**src/rtl/tpc_defines.vh**
```
// constants shared by the temperature program command interpreter
`ifndef TPC_DEFINES_VH
`define TPC_DEFINES_VH
// ----------------------------------------
// timing
// ----------------------------------------
`define TPC_CLK_NS 10
`define TPC_LOG_MS 1000
`define TPC_LOG_CYC (`TPC_LOG_MS * 1000000 / `TPC_CLK_NS)
// ----------------------------------------
// limits
// ----------------------------------------
`define TPC_MAX_LINE 7'd124
`define TPC_FAN_MAX 16'd100
`define TPC_NUM_SAT 16'd6552
// ----------------------------------------
// register byte offsets and fields
// ----------------------------------------
`define TPC_REG_CTRL 8'h00
`define TPC_REG_PERIOD 8'h04
`define TPC_REG_STATUS 8'h08
`define TPC_REG_SAMPLE 8'h0C
`define TPC_CTRL_LOG 0
// ----------------------------------------
// program entry layout
// ----------------------------------------
`define TPC_E_TIME 15:0
`define TPC_E_TEMP 31:16
`define TPC_E_RATE 47:32
`define TPC_E_EN 48
`define TPC_E_RST 49'h0
// ----------------------------------------
// characters
// ----------------------------------------
`define TPC_CR 8'h0D
`define TPC_LF 8'h0A
`define TPC_ESC 8'h1B
`define TPC_SP 8'h20
`define TPC_COMMA 8'h2C
`define TPC_RBRK 8'h5D
// ----------------------------------------
// reply kinds
// ----------------------------------------
`define TPC_K_OK 4'h0
`define TPC_K_ER 4'h1
`define TPC_K_CD 4'h2
`define TPC_K_OEQ 4'h3
`define TPC_K_OM 4'h4
`define TPC_K_ID 4'h5
`define TPC_K_ES 4'h6
`define TPC_K_LOG 4'h7
`define TPC_K_PR 4'h8
`define TPC_K_VR 4'h9
`define TPC_K_FM 4'hA
`endif

```
**src/rtl/tpc_cmd_parser.v**
```verilog
// serial console command interpreter for a four-zone temperature programmer
// Operation
// two-char code plus operands; acted on only after carriage return
// bare code reads setting back; code with value sets it
// select_active_channel 1..4 sets active zone and names it in reply
// enable command: channel digit then flag digit, 1 enables, 0 disables
// bare enable command lists enabled or disabled for all four zones
// state-set prompts fields with current value; state 1 only temp and hold
// empty answer to a prompt keeps the bracketed value
// show_program prints eight rows: time, temp, rate, enable
// host checks program then issues save command
// log on starts periodic lines with index and per-zone data; log off stops
// initialize turns on enabled zones at state 1 temp; letter N then R
// de-initialize returns enabled zones to uncontrolled
// start runs program on zone 1..4 or on all with A; with A the code starts only zones both enabled and on
// cancel_program 1..4 stops that zone's program
// fan_wait_limit sets channel 1 fan percentage 0..100
// show_io_mapping lists sensing input of each zone
// command line limited to 124 characters
// codes decoded without regard to case
// every reply line ends with CR then LF
// link runs 115200 8N1 with flow control, framing outside
// unknown code or bad operand gives error and changes nothing
//
// Chosen here: the Wishbone register port and the register addresses.
`include "tpc_defines.vh"
`timescale 1ns/10ps
module tpc_cmd_parser #(
	parameter LOG_CYC = `TPC_LOG_CYC,
	// arbitrary version code
	parameter [15:0] VERSION = 16'h0100,
	// sensing input number of each zone, four bits per zone
	parameter [15:0] IO_MAP = 16'h4320
) (
	// clock and reset
	input wire clk_i,
	input wire rst_i,
	// wishbone slave
	input wire wb_cyc_i,
	input wire wb_stb_i,
	input wire wb_we_i,
	input wire [7:0] wb_adr_i,
	input wire [31:0] wb_dat_i,
	input wire [3:0] wb_sel_i,
	output reg [31:0] wb_dat_o,
	output reg wb_ack_o,
	// character stream
	input wire [7:0] rx_data_i,
	input wire rx_valid_i,
	output reg rx_ready_o,
	output reg [7:0] tx_data_o,
	output reg tx_valid_o,
	input wire tx_ready_i,
	// zone side
	input wire [3:0] zone_ready_i,
	input wire [63:0] meas_temp_i,
	input wire [63:0] power_i,
	output reg [3:0] zone_en_o,
	output reg [3:0] zone_on_o,
	output reg [3:0] zone_run_o,
	output reg [63:0] setpoint_o,
	output reg fan_on_o,
	output reg [6:0] fan_limit_o,
	output reg save_o
);
// ----------------------------------------
// states
// ----------------------------------------
localparam P_COL = 2'd0;
localparam P_EXEC = 2'd1;
localparam P_WAIT = 2'd2;
localparam E_IDLE = 3'd0;
localparam E_LOAD = 3'd1;
localparam E_PRE = 3'd2;
localparam E_VAL = 3'd3;
localparam E_BRK = 3'd4;
localparam E_CR = 3'd5;
localparam E_LF = 3'd6;
// ----------------------------------------
// functions
// ----------------------------------------
function [7:0] hexc;
	input [3:0] n;
	hexc = (n < 4'hA) ? {4'h3, n} : (8'h37 + {4'h0, n});
endfunction
function [7:0] modec;
	input on, run, rdy;
	modec = !on ? "U" : run ? "A" : rdy ? "R" : "N";
endfunction
function [7:0] upc;
	input [7:0] b;
	upc = (b >= 8'h61 && b <= 8'h7A) ? b - 8'h20 : b;
endfunction
function inz;
	input [15:0] v;
	inz = (v >= 16'd1) && (v <= 16'd4);
endfunction
// ----------------------------------------
// storage
// ----------------------------------------
reg [48:0] mem [0:31];
reg [1:0] pstate;
reg [6:0] cnt;
reg [1:0] ncode;
reg [7:0] c0, c1;
reg [2:0] ndig;
reg [3:0] d0, d1;
reg [15:0] num;
reg alla, bad, ovf;
reg ss_mode;
reg [1:0] ss_fld;
reg [2:0] ss_state;
reg [1:0] act_zone;
reg log_on;
reg [31:0] log_period;
reg [3:0] req_kind, ekind;
reg [2:0] req_item, req_last, eitem, elast;
reg [1:0] req_zone, ezone;
reg req_go;
reg [2:0] estate, pos;
reg [1:0] vi;
reg [1:0] lpl;
reg [7:0] lc0, lc1, lc2;
reg [2:0] lnv;
reg lbrk;
reg [63:0] lvals;
reg [31:0] tmr;
reg log_pend;
reg [15:0] log_idx;
integer i;
wire [7:0] ub = upc(rx_data_i);
wire isdig = (rx_data_i >= 8'h30) && (rx_data_i <= 8'h39);
wire [3:0] dv = rx_data_i[3:0];
wire hasop = (ndig != 3'd0) || alla;
wire one = (ndig == 3'd1) && !alla;
wire [4:0] wix = {act_zone, ss_state};
wire wb_req = wb_cyc_i & wb_stb_i & ~wb_ack_o;
wire slot = ~tx_valid_o | tx_ready_i;
// bytes arrive already deframed by the link
wire rx_take = rx_valid_i & rx_ready_o;
// write lands on the edge at which the master sees ack
wire wb_wr = wb_cyc_i & wb_stb_i & wb_we_i & wb_ack_o;
wire log_tick = log_on & (tmr >= log_period - 32'd1);
task clr_line;
	begin
		cnt <= 7'd0;
		ncode <= 2'd0;
		ndig <= 3'd0;
		num <= 16'h0000;
		alla <= 1'b0;
		bad <= 1'b0;
		ovf <= 1'b0;
	end
endtask
// ----------------------------------------
// parser, execution and register slave
// ----------------------------------------
always @(posedge clk_i) begin
	if (rst_i) begin
		pstate <= P_COL;
		clr_line;
		c0 <= 8'h00;
		c1 <= 8'h00;
		d0 <= 4'h0;
		d1 <= 4'h0;
		ss_mode <= 1'b0;
		ss_fld <= 2'd0;
		ss_state <= 3'd0;
		act_zone <= 2'd0;
		log_on <= 1'b0;
		log_period <= LOG_CYC;
		req_kind <= `TPC_K_OK;
		req_item <= 3'd0;
		req_last <= 3'd0;
		req_zone <= 2'd0;
		req_go <= 1'b0;
		rx_ready_o <= 1'b1;
		zone_en_o <= 4'h0;
		zone_on_o <= 4'h0;
		zone_run_o <= 4'h0;
		setpoint_o <= 64'h0;
		fan_on_o <= 1'b0;
		fan_limit_o <= 7'h00;
		save_o <= 1'b0;
		wb_ack_o <= 1'b0;
		wb_dat_o <= 32'h0;
		for (i = 0; i < 32; i = i + 1) mem[i] <= `TPC_E_RST;
	end else begin
		req_go <= 1'b0;
		save_o <= 1'b0;
		// zones that are on held at state 1 temperature
		setpoint_o <= {zone_on_o[3] ? mem[24][`TPC_E_TEMP] : 16'h0000,
			zone_on_o[2] ? mem[16][`TPC_E_TEMP] : 16'h0000,
			zone_on_o[1] ? mem[8][`TPC_E_TEMP] : 16'h0000,
			zone_on_o[0] ? mem[0][`TPC_E_TEMP] : 16'h0000};
		wb_ack_o <= wb_req;
		if (wb_wr && wb_adr_i == `TPC_REG_CTRL && wb_sel_i[0])
			log_on <= wb_dat_i[`TPC_CTRL_LOG];
		if (wb_wr && wb_adr_i == `TPC_REG_PERIOD) begin
			for (i = 0; i < 4; i = i + 1)
				if (wb_sel_i[i]) log_period[i*8 +: 8] <= wb_dat_i[i*8 +: 8];
		end
		if (wb_req) begin
			case (wb_adr_i)
			`TPC_REG_CTRL: wb_dat_o <= {31'h0, log_on};
			`TPC_REG_PERIOD: wb_dat_o <= log_period;
			`TPC_REG_STATUS: wb_dat_o <= {10'h000, fan_limit_o, fan_on_o, zone_run_o,
				zone_on_o, zone_en_o, act_zone};
			`TPC_REG_SAMPLE: wb_dat_o <= {16'h0000, log_idx};
			default: wb_dat_o <= 32'h0;
			endcase
		end
		case (pstate)
		P_COL: if (rx_take) begin
			// carriage return ends the line
			if (rx_data_i == `TPC_CR) begin
				rx_ready_o <= 1'b0;
				pstate <= P_EXEC;
			end else if (rx_data_i == `TPC_ESC) begin
				clr_line;
			end else if (rx_data_i >= 8'h20 && rx_data_i <= 8'h7E) begin
				// overlong line flagged
				if (cnt == `TPC_MAX_LINE) ovf <= 1'b1;
				else cnt <= cnt + 7'd1;
				if (rx_data_i != `TPC_SP) begin
					// code stored upper case
					if (!ss_mode && ncode != 2'd2) begin
						if (ncode == 2'd0) c0 <= ub;
						else c1 <= ub;
						ncode <= ncode + 2'd1;
					end else if (isdig) begin
						if (ndig == 3'd0) d0 <= dv;
						if (ndig == 3'd1) d1 <= dv;
						if (ndig != 3'd7) ndig <= ndig + 3'd1;
						if (alla || num > `TPC_NUM_SAT) bad <= 1'b1;
						else num <= num * 16'd10 + {12'h000, dv};
					end else if (ub == "A" && ndig == 3'd0 && !ss_mode) begin
						alla <= 1'b1;
					end else begin
						bad <= 1'b1;
					end
				end
			end
		end
		P_EXEC: if (estate == E_IDLE) begin
			req_go <= 1'b1;
			pstate <= P_WAIT;
			req_kind <= `TPC_K_OK;
			req_item <= 3'd0;
			req_last <= 3'd0;
			req_zone <= act_zone;
			if (!ss_mode && ncode == 2'd0 && !hasop && !bad && !ovf) begin
				req_go <= 1'b0;
				pstate <= P_COL;
				rx_ready_o <= 1'b1;
				clr_line;
			end else if (ss_mode) begin
				// bad field aborts prompting, leaving that field unchanged
				if (bad || ovf || (ss_fld == 2'd3 && num > 16'd1)) begin
					ss_mode <= 1'b0;
					req_kind <= `TPC_K_ER;
				end else begin
					// empty answer keeps value
					if (ndig != 3'd0) begin
						case (ss_fld)
						2'd0: mem[wix][`TPC_E_TEMP] <= num;
						2'd1: mem[wix][`TPC_E_TIME] <= num;
						2'd2: mem[wix][`TPC_E_RATE] <= num;
						default: mem[wix][`TPC_E_EN] <= num[0];
						endcase
					end
					// state 1 stops after hold time
					if (ss_fld == ((ss_state == 3'd0) ? 2'd1 : 2'd3)) begin
						ss_mode <= 1'b0;
					end else begin
						ss_fld <= ss_fld + 2'd1;
						req_kind <= `TPC_K_PR;
						req_item <= {1'b0, ss_fld} + 3'd1;
						req_last <= {1'b0, ss_fld} + 3'd1;
					end
				end
			end else if (bad || ovf || ncode != 2'd2) begin
				req_kind <= `TPC_K_ER;
			end else begin
				// unknown codes answered with error
				req_kind <= `TPC_K_ER;
				case ({c0, c1})
				// active zone select and confirm
				"CD": if (one && inz(num)) begin
					act_zone <= num[1:0] - 2'd1;
					req_kind <= `TPC_K_CD;
				end else if (!hasop) req_kind <= `TPC_K_CD;
				// enable set or list
				"OE": if (!hasop) begin
					req_kind <= `TPC_K_OEQ;
					req_last <= 3'd3;
				end else if (ndig == 3'd2 && !alla && inz({12'h000, d0}) && d1 <= 4'd1) begin
					zone_en_o[d0[1:0] - 2'd1] <= d1[0];
					req_kind <= `TPC_K_OK;
				end
				// enter field prompting
				"SS": if (one && num >= 16'd1 && num <= 16'd8) begin
					ss_mode <= 1'b1;
					ss_state <= num[2:0] - 3'd1;
					ss_fld <= 2'd0;
					req_kind <= `TPC_K_PR;
				end
				// eight-row program table
				"ES": if (!hasop || (one && inz(num))) begin
					if (hasop) req_zone <= num[1:0] - 2'd1;
					req_kind <= `TPC_K_ES;
					req_last <= 3'd7;
				end
				// save strobe
				"WP": if (!hasop) begin
					save_o <= 1'b1;
					req_kind <= `TPC_K_OK;
				end
				// log on and off
				"L+": if (!hasop) begin
					log_on <= 1'b1;
					req_kind <= `TPC_K_OK;
				end
				"L-": if (!hasop) begin
					log_on <= 1'b0;
					req_kind <= `TPC_K_OK;
				end
				// initialize enabled zones
				"Z+": if (!hasop) begin
					zone_on_o <= zone_on_o | zone_en_o;
					req_kind <= `TPC_K_OK;
				end
				// release enabled zones
				"Z-": if (!hasop) begin
					zone_on_o <= zone_on_o & ~zone_en_o;
					zone_run_o <= zone_run_o & ~zone_en_o;
					req_kind <= `TPC_K_OK;
				end
				// start one zone, or all zones both enabled and on
				"GO": if (alla && ndig == 3'd0) begin
					zone_run_o <= zone_run_o | (zone_en_o & zone_on_o);
					req_kind <= `TPC_K_OK;
				end else if (one && inz(num)) begin
					zone_run_o[num[1:0] - 2'd1] <= 1'b1;
					req_kind <= `TPC_K_OK;
				end
				// cancel one zone
				"RS": if (one && inz(num)) begin
					zone_run_o[num[1:0] - 2'd1] <= 1'b0;
					req_kind <= `TPC_K_OK;
				end
				// fan limit read or set
				"FM": if (!hasop) req_kind <= `TPC_K_FM;
				else if (!alla && num <= `TPC_FAN_MAX) begin
					fan_limit_o <= num[6:0];
					req_kind <= `TPC_K_OK;
				end
				"F+": if (!hasop) begin
					fan_on_o <= 1'b1;
					req_kind <= `TPC_K_OK;
				end
				"F-": if (!hasop) begin
					fan_on_o <= 1'b0;
					req_kind <= `TPC_K_OK;
				end
				// mapping listing
				"OM": if (!hasop) begin
					req_kind <= `TPC_K_OM;
					req_last <= 3'd3;
				end
				"ID": if (!hasop) begin
					req_kind <= `TPC_K_ID;
					req_last <= 3'd3;
				end
				"VR": if (!hasop) req_kind <= `TPC_K_VR;
				default: req_kind <= `TPC_K_ER;
				endcase
			end
		end
		default: if (!req_go && estate == E_IDLE) begin
			pstate <= P_COL;
			rx_ready_o <= 1'b1;
			clr_line;
		end
		endcase
	end
end
// ----------------------------------------
// line content builder
// ----------------------------------------
reg [1:0] b_pl;
reg [7:0] b_c0, b_c1, b_c2;
reg [2:0] b_nv;
reg [63:0] b_v;
reg b_brk, b_skip;
reg [48:0] ent;
reg [7:0] mch;
always @* begin
	ent = mem[(ekind == `TPC_K_PR) ? {act_zone, ss_state} : {ezone, eitem}];
	mch = modec(zone_on_o[eitem[1:0]], zone_run_o[eitem[1:0]], zone_ready_i[eitem[1:0]]);
	b_pl = 2'd2;
	b_c0 = "Z";
	b_c1 = "1" + {5'h00, eitem};
	b_c2 = `TPC_SP;
	b_nv = 3'd0;
	b_v = 64'h0;
	b_brk = 1'b0;
	b_skip = 1'b0;
	case (ekind)
	`TPC_K_OK: begin b_pl = 2'd1; b_c0 = "O"; b_c1 = "K"; end
	`TPC_K_CD: begin b_pl = 2'd1; b_c0 = "A"; b_c1 = "1" + {6'h00, act_zone}; end
	`TPC_K_OEQ: b_c2 = zone_en_o[eitem[1:0]] ? "E" : "D";
	`TPC_K_OM: begin
		b_c2 = "M";
		b_nv = 3'd1;
		b_v = {12'h000, IO_MAP[{eitem[1:0], 2'b00} +: 4], 48'h0};
	end
	`TPC_K_ID: begin
		b_c2 = mch;
		b_nv = 3'd1;
		b_v = {meas_temp_i[{eitem[1:0], 4'h0} +: 16], 48'h0};
	end
	`TPC_K_LOG: begin
		// index and three values per enabled zone
		b_c0 = "C";
		b_c2 = mch;
		b_nv = 3'd4;
		b_v = {log_idx, setpoint_o[{eitem[1:0], 4'h0} +: 16],
			meas_temp_i[{eitem[1:0], 4'h0} +: 16], power_i[{eitem[1:0], 4'h0} +: 16]};
		b_skip = !zone_en_o[eitem[1:0]];
	end
	`TPC_K_ES: begin
		b_c0 = "S";
		b_c2 = ent[`TPC_E_EN] ? "1" : "0";
		b_nv = 3'd3;
		b_v = {ent[`TPC_E_TIME], ent[`TPC_E_TEMP], ent[`TPC_E_RATE], 16'h0};
	end
	`TPC_K_PR: begin
		b_c0 = "P";
		b_c1 = (eitem == 3'd0) ? "T" : (eitem == 3'd1) ? "H" : (eitem == 3'd2) ? "R" : "E";
		b_c2 = "[";
		b_nv = 3'd1;
		b_brk = 1'b1;
		b_v[63:48] = (eitem == 3'd0) ? ent[`TPC_E_TEMP] : (eitem == 3'd1) ? ent[`TPC_E_TIME] :
			(eitem == 3'd2) ? ent[`TPC_E_RATE] : {15'h0, ent[`TPC_E_EN]};
	end
	`TPC_K_VR: begin b_pl = 2'd1; b_c0 = "V"; b_c1 = "R"; b_nv = 3'd1; b_v[63:48] = VERSION; end
	`TPC_K_FM: begin b_pl = 2'd1; b_c0 = "F"; b_c1 = "M"; b_nv = 3'd1; b_v[54:48] = fan_limit_o; end
	default: begin b_pl = 2'd1; b_c0 = "E"; b_c1 = "R"; end
	endcase
end
reg [7:0] ch;
always @* begin
	case (estate)
	E_PRE: ch = (pos == 3'd0) ? lc0 : (pos == 3'd1) ? lc1 : lc2;
	E_VAL: ch = (pos != 3'd0) ? hexc(lvals[63:60]) : (vi == 2'd0) ? `TPC_SP : `TPC_COMMA;
	E_BRK: ch = `TPC_RBRK;
	E_CR: ch = `TPC_CR;
	default: ch = `TPC_LF;
	endcase
end
// ----------------------------------------
// reply emitter and log timer
// ----------------------------------------
always @(posedge clk_i) begin
	if (rst_i) begin
		estate <= E_IDLE;
		tx_valid_o <= 1'b0;
		tx_data_o <= 8'h00;
		{ekind, eitem, elast, ezone} <= 12'h000;
		{pos, vi, lpl, lnv, lbrk} <= 11'h000;
		{lc0, lc1, lc2} <= 24'h0;
		lvals <= 64'h0;
		tmr <= 32'h0;
		log_pend <= 1'b0;
		log_idx <= 16'hFFFF;
	end else begin
		if (tx_ready_i) tx_valid_o <= 1'b0;
		if (!log_on) begin
			tmr <= 32'h0;
			log_pend <= 1'b0;
			log_idx <= 16'hFFFF;
		end else if (tmr >= log_period - 32'd1) begin
			tmr <= 32'h0;
			log_pend <= 1'b1;
		end else begin
			tmr <= tmr + 32'd1;
		end
		case (estate)
		E_IDLE: if (req_go) begin
			{ekind, eitem, elast, ezone} <= {req_kind, req_item, req_last, req_zone};
			estate <= E_LOAD;
		end else if (log_pend && log_on && pstate == P_COL) begin
			ekind <= `TPC_K_LOG;
			eitem <= 3'd0;
			elast <= 3'd3;
			// a tick on this same edge stays pending
			log_pend <= log_tick;
			log_idx <= log_idx + 16'd1;
			estate <= E_LOAD;
		end
		E_LOAD: if (b_skip) begin
			if (eitem == elast) estate <= E_IDLE;
			else eitem <= eitem + 3'd1;
		end else begin
			{lpl, lc0, lc1, lc2, lnv, lbrk, lvals} <= {b_pl, b_c0, b_c1, b_c2, b_nv, b_brk, b_v};
			pos <= 3'd0;
			vi <= 2'd0;
			estate <= E_PRE;
		end
		default: if (slot) begin
			tx_data_o <= ch;
			tx_valid_o <= 1'b1;
			pos <= pos + 3'd1;
			case (estate)
			E_PRE: if (pos == {1'b0, lpl}) begin
				pos <= 3'd0;
				estate <= (lnv != 3'd0) ? E_VAL : lbrk ? E_BRK : E_CR;
			end
			E_VAL: begin
				if (pos != 3'd0) lvals <= {lvals[59:0], 4'h0};
				if (pos == 3'd4) begin
					pos <= 3'd0;
					vi <= vi + 2'd1;
					if ({1'b0, vi} + 3'd1 == lnv) estate <= lbrk ? E_BRK : E_CR;
				end
			end
			E_BRK: estate <= E_CR;
			// CR then LF closes each line
			E_CR: estate <= E_LF;
			default: if (eitem == elast) estate <= E_IDLE;
			else begin
				eitem <= eitem + 3'd1;
				estate <= E_LOAD;
			end
			endcase
		end
		endcase
	end
end
endmodule // tpc_cmd_parser

```
**config.mk**
```make
export PLATFORM = sky130hd
export DESIGN_NAME = tpc_cmd_parser
export DESIGN_NICKNAME = d
export VERILOG_FILES = /design/src/rtl/tpc_cmd_parser.v
export VERILOG_INCLUDE_DIRS = /design/src /design/src/rtl
export SDC_FILE = /design/constraint.sdc
export NUM_CORES = 2
export LEC_CHECK = 0
export ABC_AREA = 1
export BUFFER_PORTS_ARGS = -buffer_cell sky130_fd_sc_hd__buf_2
export CAP_MARGIN = 20
export CORE_MARGIN = 8
export CORE_UTILIZATION = 44
export DETAILED_ROUTE_END_ITERATION = 10
export PLACE_DENSITY = 0.72
export SLEW_MARGIN = 15
export SYNTH_ARGS = -nofsm -noshare
export SYNTH_HDL_FRONTEND = slang
export SYNTH_SLANG_ARGS = --single-unit
```
**constraint.sdc**
```tcl
create_clock -name clk_i -period 4.8 [get_ports clk_i]
set_input_delay 0.48 -clock clk_i [delete_from_list [all_inputs] [get_ports clk_i]]
set_output_delay 0.48 -clock clk_i [all_outputs]
set_load 0.03 [all_outputs]
```
==> impl_metrics.prom <==
# TYPE chip_impl_metric gauge
chip_impl_metric{name="ys_warn_count",unit=""} 0
chip_impl_info{name="r2r_start",value="log_period[0]$_SDFFE_PP0P_"} 1
chip_impl_metric{name="wirelength_per_cell",unit="um"} 23.5
chip_impl_metric{name="total_routing_resource_utilization_after_global_routing",unit="%"} 26.2
chip_impl_metric{name="dieArea",unit="sq um"} 227000
chip_impl_metric{name="postSynthAreaPerCell",unit="sq um"} 8.96
chip_impl_metric{name="drc",unit=""} 0
chip_impl_metric{name="dr_total_vias",unit=""} 78700
chip_impl_metric{name="worst_slew_pin_slew",unit="ps"} 1290
chip_impl_info{name="most-common-layout-cells",value="sky130_fd_sc_hd__nand2_1 (2207), sky130_fd_sc_hd__nor2_1 (1963), sky130_fd_sc_hd__nand3_1 (1570)"} 1
chip_impl_info{name="clockRootBuffer",value="sky130_fd_sc_hd__clkbuf_16"} 1
chip_impl_metric{name="maximum_buffer_depth_of_the_clock_tree",unit=""} 3
chip_impl_metric{name="power.total",unit="W"} 0.0505
chip_impl_metric{name="gr-total-overflow",unit=""} 0
chip_impl_info{name="synth_flop_cell",value="sky130_fd_sc_hd__edfxtp_1"} 1
chip_impl_metric{name="grt_max_degree",unit=""} 126
chip_impl_metric{name="routed_via_density",unit=""} 5.88
chip_impl_info{name="status",value="complete, no violations"} 1
chip_impl_metric{name="syn_to_final_growth",unit="%"} 11.4
chip_impl_metric{name="first_iteration_detailed_routing_drc_count",unit=""} 11600
chip_impl_metric{name="start_util",unit="%"} 44.2
chip_impl_info{name="rsz0062_at_grt",value="false"} 1
chip_impl_metric{name="nets",unit=""} 10700
chip_impl_metric{name="irDropWorstVdd",unit="V"} 0.000529
chip_impl_metric{name="r2r.worst_path.cells",unit=""} 24
chip_impl_metric{name="async_flop_share",unit="%"} 0
chip_impl_info{name="worst_r2r_endpoint",value="tmr[14]$_SDFF_PP0_"} 1
chip_impl_metric{name="synthDistinctLibCells",unit=""} 62
chip_impl_info{name="end_kind",value="flop"} 1
chip_impl_info{name="holdCritPathClass",value="in2reg"} 1
chip_impl_metric{name="timing.slew.headroom",unit="%"} 13.9
chip_impl_metric{name="drt_first_pass_iters",unit=""} 8
chip_impl_metric{name="clock_sinks",unit=""} 1965
chip_impl_metric{name="timing.critical_path.fanout_max",unit=""} 32
chip_impl_info{name="critical_path.endpoint",value="tmr[14]$_SDFF_PP0_"} 1
chip_impl_metric{name="grt_pass1_vias",unit=""} 74600
chip_impl_metric{name="cts_setup_buffers",unit=""} 0
chip_impl_metric{name="postSynthCellCount",unit=""} 10400
chip_impl_metric{name="power.static_leakage",unit="nW"} 37.6
chip_impl_info{name="crit_path_start",value="log_period[0]$_SDFFE_PP0P_"} 1
chip_impl_metric{name="hold_violations",unit=""} 0
chip_impl_metric{name="critical_path_arrival",unit="ps"} 4920
chip_impl_metric{name="power-per-cell-area",unit="nW/um^2"} 485
chip_impl_metric{name="antenna_violations_before_repair",unit=""} 12
chip_impl_metric{name="tritoncts.num_buffers",unit=""} 198
chip_impl_metric{name="place_hpwl",unit="um"} 202000
chip_impl_metric{name="clock_latency_at_the_later_pin_of_the_worst_skew_pair",unit="ps"} 890
chip_impl_metric{name="h-tree-depth",unit=""} 4
chip_impl_metric{name="finalCritPeriodShare",unit="%"} 87.9
chip_impl_metric{name="clock_pin_slew_on_the_worst_setup_and_hold_paths",unit="ps"} 60
chip_impl_info{name="criticalPathCategory",value="reg2reg"} 1
chip_impl_metric{name="synth_seq_cells",unit=""} 1965
chip_impl_metric{name="count_of_flip_flops_with_a_built_in_enable_after_synthesis",unit=""} 1568
chip_impl_metric{name="final.setup_skew",unit="ps"} 84.9
chip_impl_metric{name="port_bufs",unit=""} 317
chip_impl_metric{name="std_cell_rows",unit=""} 169
chip_impl_metric{name="drv.max_cap_violation_count",unit=""} 0
chip_impl_metric{name="drv_slew",unit=""} 0
chip_impl_metric{name="first_pass_grt_wire_length",unit="um"} 464000
chip_impl_metric{name="critPathRequiredTime",unit="ps"} 5500
chip_impl_metric{name="r2r_slack",unit="ps"} 580
chip_impl_metric{name="setup_tns",unit="ps"} 0
chip_impl_metric{name="synth_sequential_area_ratio",unit="%"} 58.9
chip_impl_info{name="crit_path_start_kind",value="flop"} 1
chip_impl_metric{name="postRouteAntennaNets",unit=""} 0
chip_impl_info{name="clock_tree_from_tritoncts",value="yes"} 1
chip_impl_info{name="worstHoldStart",value="power_i[49]"} 1
chip_impl_metric{name="vert_die_dim",unit="um"} 477
chip_impl_metric{name="drt_wl_total",unit="um"} 314000
chip_impl_metric{name="globalplace.congestion",unit=""} 0.959
chip_impl_metric{name="core_area",unit="sq um"} 212000
chip_impl_metric{name="fraction_of_final_layout_cells_with_drive_strength_greater_than_1",unit="%"} 9.23
chip_impl_metric{name="syn-num-nets",unit=""} 10700
chip_impl_metric{name="die-width",unit="um"} 477
chip_impl_metric{name="period_minus_slack",unit="ps"} 4220
chip_impl_info{name="mostFrequentLayoutCell",value="sky130_fd_sc_hd__nand2_1"} 1
chip_impl_metric{name="max_clock_freq",unit="MHz"} 237
chip_impl_metric{name="design.portCount",unit=""} 319
chip_impl_metric{name="setup_viol",unit=""} 0
chip_impl_metric{name="netlist_area",unit="sq um"} 93500
chip_impl_metric{name="final.fill_count",unit=""} 19200
chip_impl_metric{name="min_delay_path_depth",unit=""} 5
[metal layers]
metal	vias to the layer above	global-route usage (%)	part of all wire [%]	wire (um)
met5	-	0	0.0029	9
met1	37700	35.0	38	119000
met3	827	6.04	12	38400
met2	4918	40.4	45	141000
li1	35200	-	-	-
met4	2	12.5	5.3	16700
[sequential cells by signal (all words and copies together), names as in the netlist, 6 cells and up, named ones only]
name         count
cnt              7
log_period      32
log_idx         16
lc2              7
c0               8
lc0              6
lvals           64
setpoint_o      64
fan_limit_o      7
lc1              7
num             16
tmr             32
tx_data_o        7
c1               8
wb_dat_o        32
mem           1568
[per-stage QoR]
step / util, % / worst slack, ps / hold slack (ps) / cells / cell area, sq um
final: 49.2 / 580 / 64.4 / 13400 / 104000
after global routing: 49.2 / 153 / 56.5 / 13400 / 104000
after CTS: 49.2 / 557 / 18.6 / 13400 / 104000
after detailed placement: 45.8 / 633 / 451 / 13000 / 97000
after global placement: 45.8 / 513 / 437 / 13000 / 97000
after floorplan: - / 1220 / 430 / 10400 / 93500
[synth_stat cells (22+ instances only)]
| library cell | instances | area share, % |
|---|---|---|
| sky130_fd_sc_hd__nand2_1 | 2207 | 8.9 |
| sky130_fd_sc_hd__nor2_1 | 1976 | 7.9 |
| sky130_fd_sc_hd__inv_2 | 23 | 0.092 |
| sky130_fd_sc_hd__ha_1 | 96 | 1.3 |
| sky130_fd_sc_hd__clkbuf_1 | 399 | 1.6 |
| sky130_fd_sc_hd__nand4_1 | 38 | 0.25 |
| sky130_fd_sc_hd__a21oi_1 | 333 | 1.8 |
| sky130_fd_sc_hd__o21ai_0 | 348 | 1.9 |
| sky130_fd_sc_hd__inv_1 | 438 | 1.8 |
| sky130_fd_sc_hd__buf_2 | 284 | 1.5 |
| sky130_fd_sc_hd__nor3_1 | 102 | 0.55 |
| sky130_fd_sc_hd__o22ai_1 | 73 | 0.49 |
| sky130_fd_sc_hd__nor4_1 | 22 | 0.15 |
| sky130_fd_sc_hd__edfxtp_1 | 1568 | 50 |
| sky130_fd_sc_hd__xor2_1 | 42 | 0.39 |
| sky130_fd_sc_hd__o211ai_1 | 76 | 0.61 |
| sky130_fd_sc_hd__a211oi_1 | 34 | 0.27 |
| sky130_fd_sc_hd__nand2_2 | 80 | 0.54 |
| sky130_fd_sc_hd__buf_4 | 61 | 0.49 |
| sky130_fd_sc_hd__dfxtp_1 | 397 | 8.5 |
| sky130_fd_sc_hd__a221oi_1 | 36 | 0.34 |
| sky130_fd_sc_hd__nand3_1 | 1570 | 8.4 |
[worst max-delay path, stage by stage (launching register included)]
cell	delay (ps)
sky130_fd_sc_hd__dfxtp_1	320
sky130_fd_sc_hd__inv_1	130
sky130_fd_sc_hd__nand3_1	130
sky130_fd_sc_hd__nor2_1	180
sky130_fd_sc_hd__nand2_1	110
sky130_fd_sc_hd__nor2_1	150
sky130_fd_sc_hd__nand2_1	120
sky130_fd_sc_hd__nor3_2	180
sky130_fd_sc_hd__nand2_1	130
sky130_fd_sc_hd__nor3_2	180
sky130_fd_sc_hd__nand3_1	180
sky130_fd_sc_hd__nor2_1	210
sky130_fd_sc_hd__nand3_1	170
sky130_fd_sc_hd__nor3_1	210
sky130_fd_sc_hd__xor2_1	110
sky130_fd_sc_hd__ha_1	310
sky130_fd_sc_hd__nand2_1	80
sky130_fd_sc_hd__inv_1	50
sky130_fd_sc_hd__nand3_1	80
sky130_fd_sc_hd__nor3_1	240
sky130_fd_sc_hd__and3_1	230
sky130_fd_sc_hd__nand4_1	110
sky130_fd_sc_hd__nand4_1	180
sky130_fd_sc_hd__buf_12	210
sky130_fd_sc_hd__nor3b_1	90
[power breakdown]
group          total [W]  internal [W]  switching [W]  leakage (nW)
logic             0.0150       0.00385         0.0111          16.2
registers         0.0196        0.0193       0.000385          18.2
clock network     0.0159       0.00894        0.00695          3.22
total             0.0505        0.0321         0.0185          37.6
[cells by family after synthesis]
| logic type | count (synthesis) | share of synthesized area, % |
|---|---|---|
| AOI/OAI and AO/OA | 1001 | 6.20 |
| other | 1 | 0.00401 |
| adders and majority gates | 98 | 1.33 |
| buffers and inverters | 1245 | 5.70 |
| xor gates and xnor gates | 59 | 0.553 |
| DFF | 1965 | 58.9 |
| and+or+nand+nor | 6061 | 27.3 |
[repair_timing]
| item | 4_1_cts | 5_1_grt |
|---|---|---|
| hold endpoints to repair | 38 | 0 |
| endpoints found under the setup margin | 0 | 0 |
| hold buffers | 37 | 0 |
| resized for setup | 0 | 0 |
[final cells by class]
cell class	instances	area [sq um]	share of cell area [%]
timing repair buffer	532	3820	3.67
multi-input combinational	7220	33200	31.9
sequential	1965	55000	52.9
tap	2821	3530	3.39
antenna	4	10.0	0.00961
clock buffer	268	5490	5.27
inverter	472	1830	1.76
clock inverter	103	1170	1.12
[worst min path at each step]
stage,to,slack [ps]
floorplan,tmr[0]$_SDFF_PP0_,430
global placement,bad$_SDFFE_PP0P_,440
detailed placement,bad$_SDFFE_PP0P_,450
CTS,lvals[1]$_SDFFE_PP0P_,20
global route,lvals[3]$_SDFFE_PP0P_,60
finish,lvals[1]$_SDFFE_PP0P_,60
Power figures use the tool's default switching activity.
